<file path="src/logic/jcd_regs.vh">
`ifndef JCD_REGS_VH
`define JCD_REGS_VH
// ==========================================================
// register map (byte addresses)
`define JCD_CTRL_ADDR 12'h000
`define JCD_JAM_ADDR 12'h004
`define JCD_DEC10_ADDR 12'h008
`define JCD_DEC8_ADDR 12'h00C
`define JCD_STAGE_ADDR 12'h010
// ==========================================================
// ctrl fields
`define JCD_CTRL_INH 0
`define JCD_CTRL_RST 1
`define JCD_CTRL_PRE 2
`define JCD_CTRL_FSEL_LSB 4
`define JCD_CTRL_FSEL_MSB 6
`define JCD_CTRL_RESET 32'h0000_0000
// ==========================================================
// ring sizes
`define JCD_DEC10_STAGES 5
`define JCD_DEC8_STAGES 4
`define JCD_PRE_STAGES 5
`endif

</file>
<file path="src/logic/jcd_johnson_counter_divider.v">
`timescale 1ns/1ps
`default_nettype none
`include "jcd_regs.vh"

// ==========================================================
// two-input decode gate, either input optionally inverted
module jcd_gate2 #(
  parameter INV_A = 0,
  parameter INV_B = 0
) (
  input wire a,
  input wire b,
  output wire y
);
  wire a_x = INV_A ? ~a : a;
  wire b_x = INV_B ? ~b : b;

  assign y = a_x & b_x;
endmodule

// ==========================================================
// generic Johnson ring with anti-lock and 2-input decode
module jcd_ring #(
  parameter N = 5
) (
  input wire clk,
  input wire rst,
  input wire clr,
  input wire adv,
  output reg [N-1:0] ring_q,
  output reg [2*N-1:0] dec_q,
  output reg carry_q
);
  reg [N-1:0] shift_d;
  reg [N-1:0] ring_d;
  wire [2*N-1:0] dec_d;
  wire carry_d;
  genvar g;

  // ========================================================
  // twisted shift: stage one takes the inverted last stage
  always @* begin
    shift_d = {ring_q[N-2:0], ~ring_q[N-1]};
    // a one may enter stage two only behind another one or
    // while the last stage is low; stray patterns such as
    // alternating bits then drain into the legal loop
    if (N > 2)
      shift_d[1] = ring_q[0] & (ring_q[1] | ~ring_q[N-1]);
  end

  // ========================================================
  // priority: clear, then hold, then count
  always @* begin
    if (clr)
      ring_d = {N{1'b0}};
    else if (!adv)
      ring_d = ring_q;
    else
      ring_d = shift_d;
  end

  // ========================================================
  // decode of the next state, two stage bits per output;
  // decoding the next state keeps outputs in step with the
  // ring, and the flip-flop behind each gate hides spikes
  generate
    for (g = 0; g < 2*N; g = g + 1) begin : gen_dec
      if (g == 0) begin : gen_zero
        jcd_gate2 #(.INV_A(1), .INV_B(1)) u_gate (
          .a(ring_d[N-1]),
          .b(ring_d[0]),
          .y(dec_d[g])
        );
      end else if (g < N) begin : gen_fill
        jcd_gate2 #(.INV_A(0), .INV_B(1)) u_gate (
          .a(ring_d[g-1]),
          .b(ring_d[g]),
          .y(dec_d[g])
        );
      end else if (g == N) begin : gen_full
        jcd_gate2 #(.INV_A(0), .INV_B(0)) u_gate (
          .a(ring_d[N-1]),
          .b(ring_d[0]),
          .y(dec_d[g])
        );
      end else begin : gen_drain
        jcd_gate2 #(.INV_A(1), .INV_B(0)) u_gate (
          .a(ring_d[g-N-1]),
          .b(ring_d[g-N]),
          .y(dec_d[g])
        );
      end
    end
  endgenerate

  // carry high for the first half of the count
  assign carry_d = ~ring_d[N-1];

  // ========================================================
  // state and registered outputs
  always @(posedge clk or posedge rst) begin
    if (rst) begin
      ring_q <= {N{1'b0}};
      dec_q <= {{(2*N-1){1'b0}}, 1'b1};
      carry_q <= 1'b1;
    end else begin
      ring_q <= ring_d;
      dec_q <= dec_d;
      carry_q <= carry_d;
    end
  end
endmodule

// ==========================================================
// top: three counter variants behind an APB slave
module jcd_johnson_counter_divider (
  input wire CLK_SYS,
  input wire RESET,
  input wire PSEL,
  input wire PENABLE,
  input wire PWRITE,
  input wire [11:0] PADDR,
  input wire [31:0] PWDATA,
  output reg [31:0] PRDATA,
  output reg PREADY,
  output reg PSLVERR,
  output wire [9:0] DEC10_OUT,
  output wire DEC10_CARRY,
  output wire [7:0] DEC8_OUT,
  output wire DEC8_CARRY,
  output reg [4:0] STAGE_TAP
);
  localparam NP = `JCD_PRE_STAGES;
  reg [31:0] ctrl_q;
  reg [NP-1:0] jam_q;
  reg [NP-1:0] pre_d;
  reg data_in;
  reg fb_on;
  reg [NP-1:0] shift_pre;
  reg [31:0] rdata_d;
  reg rd_hit;
  reg wr_hit;

  // ========================================================
  // control fields and bus phases
  wire inh = ctrl_q[`JCD_CTRL_INH];
  wire sw_rst = ctrl_q[`JCD_CTRL_RST];
  wire pre_en = ctrl_q[`JCD_CTRL_PRE];
  wire [2:0] fsel = ctrl_q[`JCD_CTRL_FSEL_MSB:`JCD_CTRL_FSEL_LSB];
  wire setup = PSEL & ~PENABLE;
  wire wr = setup & PWRITE;
  wire [4:0] r10;
  wire [3:0] r8;

  // ========================================================
  // fixed rings
  jcd_ring #(.N(`JCD_DEC10_STAGES)) u_dec10 (
    .clk(CLK_SYS),
    .rst(RESET),
    .clr(sw_rst),
    .adv(~inh),
    .ring_q(r10),
    .dec_q(DEC10_OUT),
    .carry_q(DEC10_CARRY)
  );
  jcd_ring #(.N(`JCD_DEC8_STAGES)) u_dec8 (
    .clk(CLK_SYS),
    .rst(RESET),
    .clr(sw_rst),
    .adv(~inh),
    .ring_q(r8),
    .dec_q(DEC8_OUT),
    .carry_q(DEC8_CARRY)
  );

  // ========================================================
  // presettable ring; serial input from a selectable tap
  // fsel k (1..5) feeds stage k back inverted, a ratio of 2k;
  // fsel 0 holds the serial input low, so odd ratios and
  // longer chains are left to gating outside this block
  always @* begin
    fb_on = 1'b1;
    case (fsel)
      3'd1: data_in = ~STAGE_TAP[0];
      3'd2: data_in = ~STAGE_TAP[1];
      3'd3: data_in = ~STAGE_TAP[2];
      3'd4: data_in = ~STAGE_TAP[3];
      3'd5: data_in = ~STAGE_TAP[4];
      default: begin
        data_in = 1'b0;
        fb_on = 1'b0;
      end
    endcase
  end

  // ========================================================
  // shift path; anti-lock only while the ring is closed, so
  // an open ring shifts plainly for outside feedback
  always @* begin
    shift_pre = {STAGE_TAP[NP-2:0], data_in};
    if (fb_on)
      shift_pre[1] = STAGE_TAP[0] & (STAGE_TAP[1] | data_in);
  end

  // ========================================================
  // priority: clear, then jam, then count
  always @* begin
    if (sw_rst)
      pre_d = {NP{1'b0}};
    else if (pre_en)
      pre_d = jam_q;
    else
      pre_d = shift_pre;
  end

  always @(posedge CLK_SYS or posedge RESET) begin
    if (RESET)
      STAGE_TAP <= 5'h0;
    else
      STAGE_TAP <= pre_d;
  end

  // ========================================================
  // APB slave, zero wait states: each access is taken at its
  // setup edge and answered in the access cycle after it
  always @* begin
    rd_hit = 1'b1;
    case (PADDR)
      `JCD_CTRL_ADDR: rdata_d = ctrl_q;
      `JCD_JAM_ADDR: rdata_d = {27'h000_0000, jam_q};
      `JCD_DEC10_ADDR: rdata_d = {16'h0000, DEC10_CARRY, r10, DEC10_OUT};
      `JCD_DEC8_ADDR: rdata_d = {19'h0_0000, DEC8_CARRY, r8, DEC8_OUT};
      `JCD_STAGE_ADDR: rdata_d = {27'h000_0000, STAGE_TAP};
      default: begin
        rdata_d = 32'h0000_0000;
        rd_hit = 1'b0;
      end
    endcase
    // only the two control words take writes
    wr_hit = (PADDR == `JCD_CTRL_ADDR) | (PADDR == `JCD_JAM_ADDR);
  end

  // ========================================================
  // write side
  always @(posedge CLK_SYS or posedge RESET) begin
    if (RESET) begin
      ctrl_q <= `JCD_CTRL_RESET;
      jam_q <= {NP{1'b0}};
    end else if (wr) begin
      if (PADDR == `JCD_CTRL_ADDR)
        ctrl_q <= {25'h000_0000, PWDATA[6:0]};
      if (PADDR == `JCD_JAM_ADDR)
        jam_q <= PWDATA[NP-1:0];
    end
  end

  // ========================================================
  // response side; unmapped reads return zero with an error
  always @(posedge CLK_SYS or posedge RESET) begin
    if (RESET) begin
      PRDATA <= 32'h0000_0000;
      PREADY <= 1'b0;
      PSLVERR <= 1'b0;
    end else begin
      PREADY <= setup;
      PSLVERR <= setup & (PWRITE ? ~wr_hit : ~rd_hit);
      if (setup & ~PWRITE)
        PRDATA <= rdata_d;
    end
  end
endmodule
`default_nettype wire

</file>
<file path="config.mk">
export PLATFORM = sky130hd
export DESIGN_NAME = jcd_johnson_counter_divider
export DESIGN_NICKNAME = d
export VERILOG_FILES = /design/src/logic/jcd_johnson_counter_divider.v
export VERILOG_INCLUDE_DIRS = /design/src /design/src/logic
export SDC_FILE = /design/constraint.sdc
export NUM_CORES = 1
export LEC_CHECK = 0
export BUFFER_PORTS_ARGS = -buffer_cell sky130_fd_sc_hd__buf_2
export CAP_MARGIN = 30
export CELL_PAD_IN_SITES_DETAIL_PLACEMENT = 1
export CELL_PAD_IN_SITES_GLOBAL_PLACEMENT = 1
export CORE_MARGIN = 2
export CORE_UTILIZATION = 40
export CTS_CLUSTER_DIAMETER = 50
export DETAILED_ROUTE_END_ITERATION = 10
export PLACE_DENSITY_LB_ADDON = 0.1
export RECOVER_POWER = 50
export SETUP_SLACK_MARGIN = 0.05
export SYNTH_ARGS = -nofsm -noshare
export SYNTH_HDL_FRONTEND = slang
export SYNTH_SLANG_ARGS = --single-unit
export TNS_END_PERCENT = 30
</file>
<file path="constraint.sdc">
create_clock -name CLK_SYS -period 3.5 [get_ports CLK_SYS]
set_clock_uncertainty 0.1 [all_clocks]
set_input_delay 0.175 -clock CLK_SYS [delete_from_list [all_inputs] [get_ports CLK_SYS]]
set_output_delay 0.175 -clock CLK_SYS [all_outputs]
set_load 0.02 [all_outputs]
</file>
# After elaboration in Yosys (flattened, before gate mapping)

Index checks and enable logic that the tools add are counted.

Bits in registers: 80
Input bits: 49

Equality and inequality tests: 9
Mux-type cells: 12
Bitwise logic cells: 49
Reduce and logical (&&, ||, !) cells: 5

Operators by type and width:

| kind                  | count |
|---|---|
| $pmux W16 S5          | 1 |
| $and A1 B1 Y1         | 25 |
| $eq A12 B4 Y1 const B | 2 |
| $mux W5               | 4 |
| $not A1 Y1            | 20 |
| $eq A12 B3 Y1 const B | 1 |
| $eq A12 B5 Y1 const B | 1 |
| $logic_not A12 Y1     | 1 |
| $reduce_or A5 Y1      | 2 |
| $mux W4               | 2 |
| $eq A3 B2 Y1 const B  | 2 |
| $eq A3 B3 Y1 const B  | 2 |
| $pmux W1 S5           | 1 |
| $mux W1               | 4 |
| $or A1 B1 Y1          | 4 |
| $reduce_and A2 Y1     | 2 |
| $eq A3 B1 Y1 const B  | 1 |

# Depth between registers and ports, before layout

Word-level depth: 7
Mapped depth: 5

# By module

From an unflattened synthesis, not the netlist that was laid out.

Cell total of the unflattened synthesis: 260
Area, all modules: 3065.4 sq um

By module, submodules not included:

| module                                             | times used | cells an instance | area an instance (sq um) | seq. area each (sq um) |
|---|---|---|---|---|
| jcd_johnson_counter_divider                        | 1          | 186               | 1951.9                   | 875.8 |
| jcd_ring (u_dec10)                                 | 1          | 31                | 501.7                    | 402.9 |
| jcd_ring (u_dec8)                                  | 1          | 25                | 399.1                    | 327.8 |
| jcd_gate2 (u_dec10.gen_dec[1].gen_fill.u_gate ...) | 14         | 1                 | 13.8                     | 0.0 |
| jcd_gate2 (u_dec10.gen_dec[5].gen_full.u_gate ...) | 2          | 1                 | 6.3                      | 0.0 |
| jcd_gate2 (u_dec10.gen_dec[0].gen_zero.u_gate ...) | 2          | 1                 | 3.8                      | 0.0 |

# Worst setup path after synthesis

OpenSTA, ideal clock, no wires.

Path type: input port to flip-flop
Start point: input PADDR[9]
End point: register ctrl_q[0]
Setup time: 0.125 ns
Data arrival time: 1.883 ns
Data required time: 3.275 ns
Slack: 1.392 ns
Stages on the path: 5
Path through: or4_1 -> buf_2 -> or2_4 -> nor4_4 -> mux2_2

Longest elaborated chain between the ends: 2

Ends and longest elaborated chain:

| what                               | line                              | RTL |
|---|---|---|
| start, declared                    | jcd_johnson_counter_divider.v:122 | `input wire [11:0] PADDR,` |
| $logic_not A12 Y1                  | --                                |  |
| $reduce_and A2 Y1 (no source line) | --                                |  |
| end signal, assigned               | jcd_johnson_counter_divider.v:247 | `` ctrl_q <= `JCD_CTRL_RESET; `` |
| end signal, assigned               | jcd_johnson_counter_divider.v:251 | `ctrl_q <= {25'h000_0000, PWDATA[6:0]};` |
| end, declared                      | jcd_johnson_counter_divider.v:134 | `reg [31:0] ctrl_q;` |

No other way between the ends.
A chain may end at the register's enable or synchronous reset.

# Worst setup path after layout

Start point: input PENABLE
End point: register PRDATA[14]

Longest elaborated chain between the ends: 3

Ends and longest elaborated chain:

| what                 | line                              | RTL |
|---|---|---|
| start, declared      | jcd_johnson_counter_divider.v:120 | `input wire PENABLE,` |
| $not A1 Y1           | jcd_johnson_counter_divider.v:150 | `wire setup = PSEL & ~PENABLE;` |
| $and A1 B1 Y1        | jcd_johnson_counter_divider.v:150 |  |
| $and A1 B1 Y1        | jcd_johnson_counter_divider.v:267 | `if (setup & ~PWRITE)` |
| end signal, assigned | jcd_johnson_counter_divider.v:268 | `PRDATA <= rdata_d;` |
| end, declared        | jcd_johnson_counter_divider.v:124 | `output reg [31:0] PRDATA,` |

No other way between the ends.

==> metrics.md <==
| Metric | Value |
|---|---|
| GPL Wtd Cong | 0.779 |
| Die height | 89.4 microns |
| Crit-path cells | dlygate4sd3_1 -> clkbuf_1 -> or3b_2 -> or4_4 -> nor3b_1 -> a22o_1 |
| Post-Synth XOR/XNOR Area | 0 |
| Worst-Margin Slew | roughly 1.4 ns |
| VDD IR max | between 200 and 250 uV |
| Compound-cell area share of the yosys netlist | 0.0788 |
| Sequential share of the synthesized area | 0.550 |
| First DRT Iteration DRCs | around 100 |
| Pre-antenna DRT Iters | 4 |
| IO buf count | 66 |
| Crit path max fanout | 19 |
| Root buf cell | clkbuf_8 |
| CTS tree | built |
| Critical path class | primary input to flip-flop |
| Combinational share of power | 0.079 |
| DR vias/cell | between 5 and 6 |
| HP Class | primary input to flip-flop |
| Detailed Route WL | 7000 microns |
| Setup TNS Final | 0 ns |
| Pwr dens | 451 nW/um^2 |
| Synth area leaders | dfrtp_1 (51%), mux2i_1 (7.5%), mux2_2 (7.3%) |
| Post-synthesis adder-cell area fraction | 0 |
| Yosys warnings | 0 |
| Mux share of post-synthesis cell area | 0.149 |
| Setup violations, final | 0 |
| Arrival time worst endpoint | approximately 2.6 ns |
| Slowest cell on crit path | or3b_2 |
| Startpoint type of the worst setup path | primary input |
| Top Ports | 108 |
| Synth Area per Inst | 11.5 sq um |
| Share of power burned in registers | 0.487 |
| Pin count of the biggest net entering global routing | 37 |
| Psw | 378 uW |
| Top post-synthesis cells by count | dfrtp_1 (60), nor2_1 (28), mux2i_1 (22) |
| Die footprint | about 8000 sq um |
| Die width | 89.4 microns |
| First-pass GRT wire length | 10800 microns |
| Synth area leader | dfrtp_1 |
| Max Cap Violations | 0 |
| Slew Limit Fails | 0 |
| WHS | approximately 0.018 ns |
| Gr usage total | 0.184 |
| Antenna violations before repair | 0 |
| Total gr overflow | 0 |
| Count leader, synth | dfrtp_1 |
| CTS Buf Count | 9 |
| Row cnt | 31 |
| Ys async rst share | 1.00 |
| Tcrit/Tclk final | 0.679 |
| Synth top area share | 0.514 |
| Status | finished, final reports clean |
| Fmax | 421 MHz |
| Net Sw Frac | 0.241 |
| Share of layout cells above drive strength 1 | 0.205 |
| H-tree depth | 3 |
| CTS clk-pin slew, worst paths | 0.07 ns |
| Seq cells post-synth | 64 |
| Final Hold Viols | 0 |
| Synth Cell Area | 2920 sq um |
| Distinct cells, synth | 38 |
| NumNets Final | roughly 380 |
| Via Count | 2156 |
| Max incr delay on CP | 0.70 ns |
| RSZ-0062 raised after global routing | no |
| Routed Antenna Nets | 0 |
| Detailed placement HPWL | 5140 microns |
| Clk sinks | 64 |
| Crit. End Element | flip-flop |
| EDFF count, synth | 0 |
| Predominant post-synthesis flop cell | dfrtp_1 |
| Data required, critical path | 3.68 ns |
| Cell count after synthesis | ~260 |
| Clock Power Share | 0.434 |
| Starting Density | 0.407 |
| Internal power | 1.19 mW |
| Crit path time final | 2.38 ns |
| Resized Gates After CTS | 0 |
| Synth-to-layout area growth | 19.1% |
| Diodes inserted | 0 |
| Area share of and/or/nand/nor cells after synthesis | 0.145 |
| Clock Tree Buf Depth | 2 |
| Largest family of logic cells by synthesized area | multiplexers |
| DR DRC count | 0 |
| Wirelength per Cell | 16.3 microns |
| Fill cell count | 840 |
| Vias in the first global route | 2053 |
| Worst-Skew Late Latency | ~0.34 ns |
| Max_slew headroom | 0.0840 |
| Core area | 7180 sq um |
| LEAKAGE | 1.59 nW |
## worst max-delay path: cells and delay by family
kind	cells	cell delay, ns
AOI/OAI and AO/OA	1	0.18
and+or+nand+nor	3	1.56
buffers and inverters	2	0.63
## cells in the final DEF, fill, tap and decap left out, drive strengths merged, types with 3 or more instances in the layout
master / synthesis / final
or2: 3 / 3
buf: 23 / 23
nor2b: 4 / 4
mux2: 19 / 19
nor3: 12 / 12
inv: 7 / 7
a21oi: 4 / 4
a22o: 3 / 3
o22ai: 4 / 4
nand2: 11 / 11
nor4: 5 / 5
clkinv: 0 / 4
mux2i: 22 / 22
a221oi: 4 / 4
conb: 1 / 16
dfstp: 4 / 4
dfrtp: 60 / 60
dlygate4sd3: 0 / 8
clkbuf: 6 / 54
or4: 4 / 4
nor2: 28 / 28
o21ai: 12 / 12
## sequential cells by signal (all words and copies together), names as in the netlist
| name | flops |
|---|---|
| PRDATA | 16 |
| PREADY | 1 |
| PSLVERR | 1 |
| STAGE_TAP | 5 |
| ctrl_q | 7 |
| jam_q | 5 |
| u_dec10.carry_q | 1 |
| u_dec10.dec_q | 10 |
| u_dec10.ring_q | 5 |
| u_dec8.carry_q | 1 |
| u_dec8.dec_q | 8 |
| u_dec8.ring_q | 4 |
## cells by family (layout without fill, tap and decap cells)
kind of cell	after synthesis	after routing
multiplexers	41	41
flip-flops	64	64
other	1	16
AO/OA/AOI/OAI	35	35
buffers and inverters	36	98
AND/OR/NAND/NOR	78	78
## power by group through the flow
stage                     combinational [mW]  sequential (mW)  clock, mW
final                                  0.123            0.765      0.681
after global routing                   0.138            0.767      0.727
after CTS                              0.129            0.765      0.697
after detailed placement               0.122            0.779          0
after global placement                 0.121            0.779          0
after floorplan                       0.0789            0.793          0
## layer usage
layer  global-route usage  share of wire
met4               0.0746          0.015
met1                0.267           0.49
met2                0.268           0.44
met5                    0              0
met3               0.0379          0.053
## through the flow
stage | total power, mW | instances | util | cell area [sq um] | setup slack (ns)
2_1_floorplan | 0.872 | 270 | - | 2980 | 1.39
3_3_place_gp | 0.900 | 407 | 0.452 | 3240 | 0.980
3_5_place_dp | 0.901 | 407 | 0.452 | 3240 | 0.976
4_1_cts | 1.59 | 431 | 0.492 | 3530 | 1.11
5_1_grt | 1.63 | 431 | 0.485 | 3480 | 1.00
6_report | 1.57 | 431 | 0.485 | 3480 | 1.12
## worst paths after layout
check | endpoint | depth (start not counted) | from | slack, ns
hold reg to reg | PRDATA[5] | 2 | PRDATA[5] | 0.38
max in group asynchronous | u_dec10.carry_q | 4 | RESET | 1.52
setup / recovery | PRDATA[14] | 6 | PENABLE | 1.12
min in group asynchronous | jam_q[0] | 3 | RESET | 0.68
hold / removal | ctrl_q[3] | 2 | PWDATA[3] | 0.02
setup reg to reg | u_dec10.dec_q[2] | 3 | ctrl_q[0] | 1.75
## repair_timing
action / CTS / global route
endpoints found under the hold margin: 44 / 0
hold buffers: 8 / 0
buffers inserted: 0 / 0
## cell type report
type	count	area, sq um	area share
Clock buffer	10	128	0.0367
Clock inverter	6	83.8	0.0241
Inverter	7	26.3	0.00755
Multi-Input combinational cell	170	1150	0.330
Sequential cell	64	1610	0.462
Tap cell	99	124	0.0356
Timing Repair Buffer	75	363	0.104
Power figures use the tool's default switching activity.
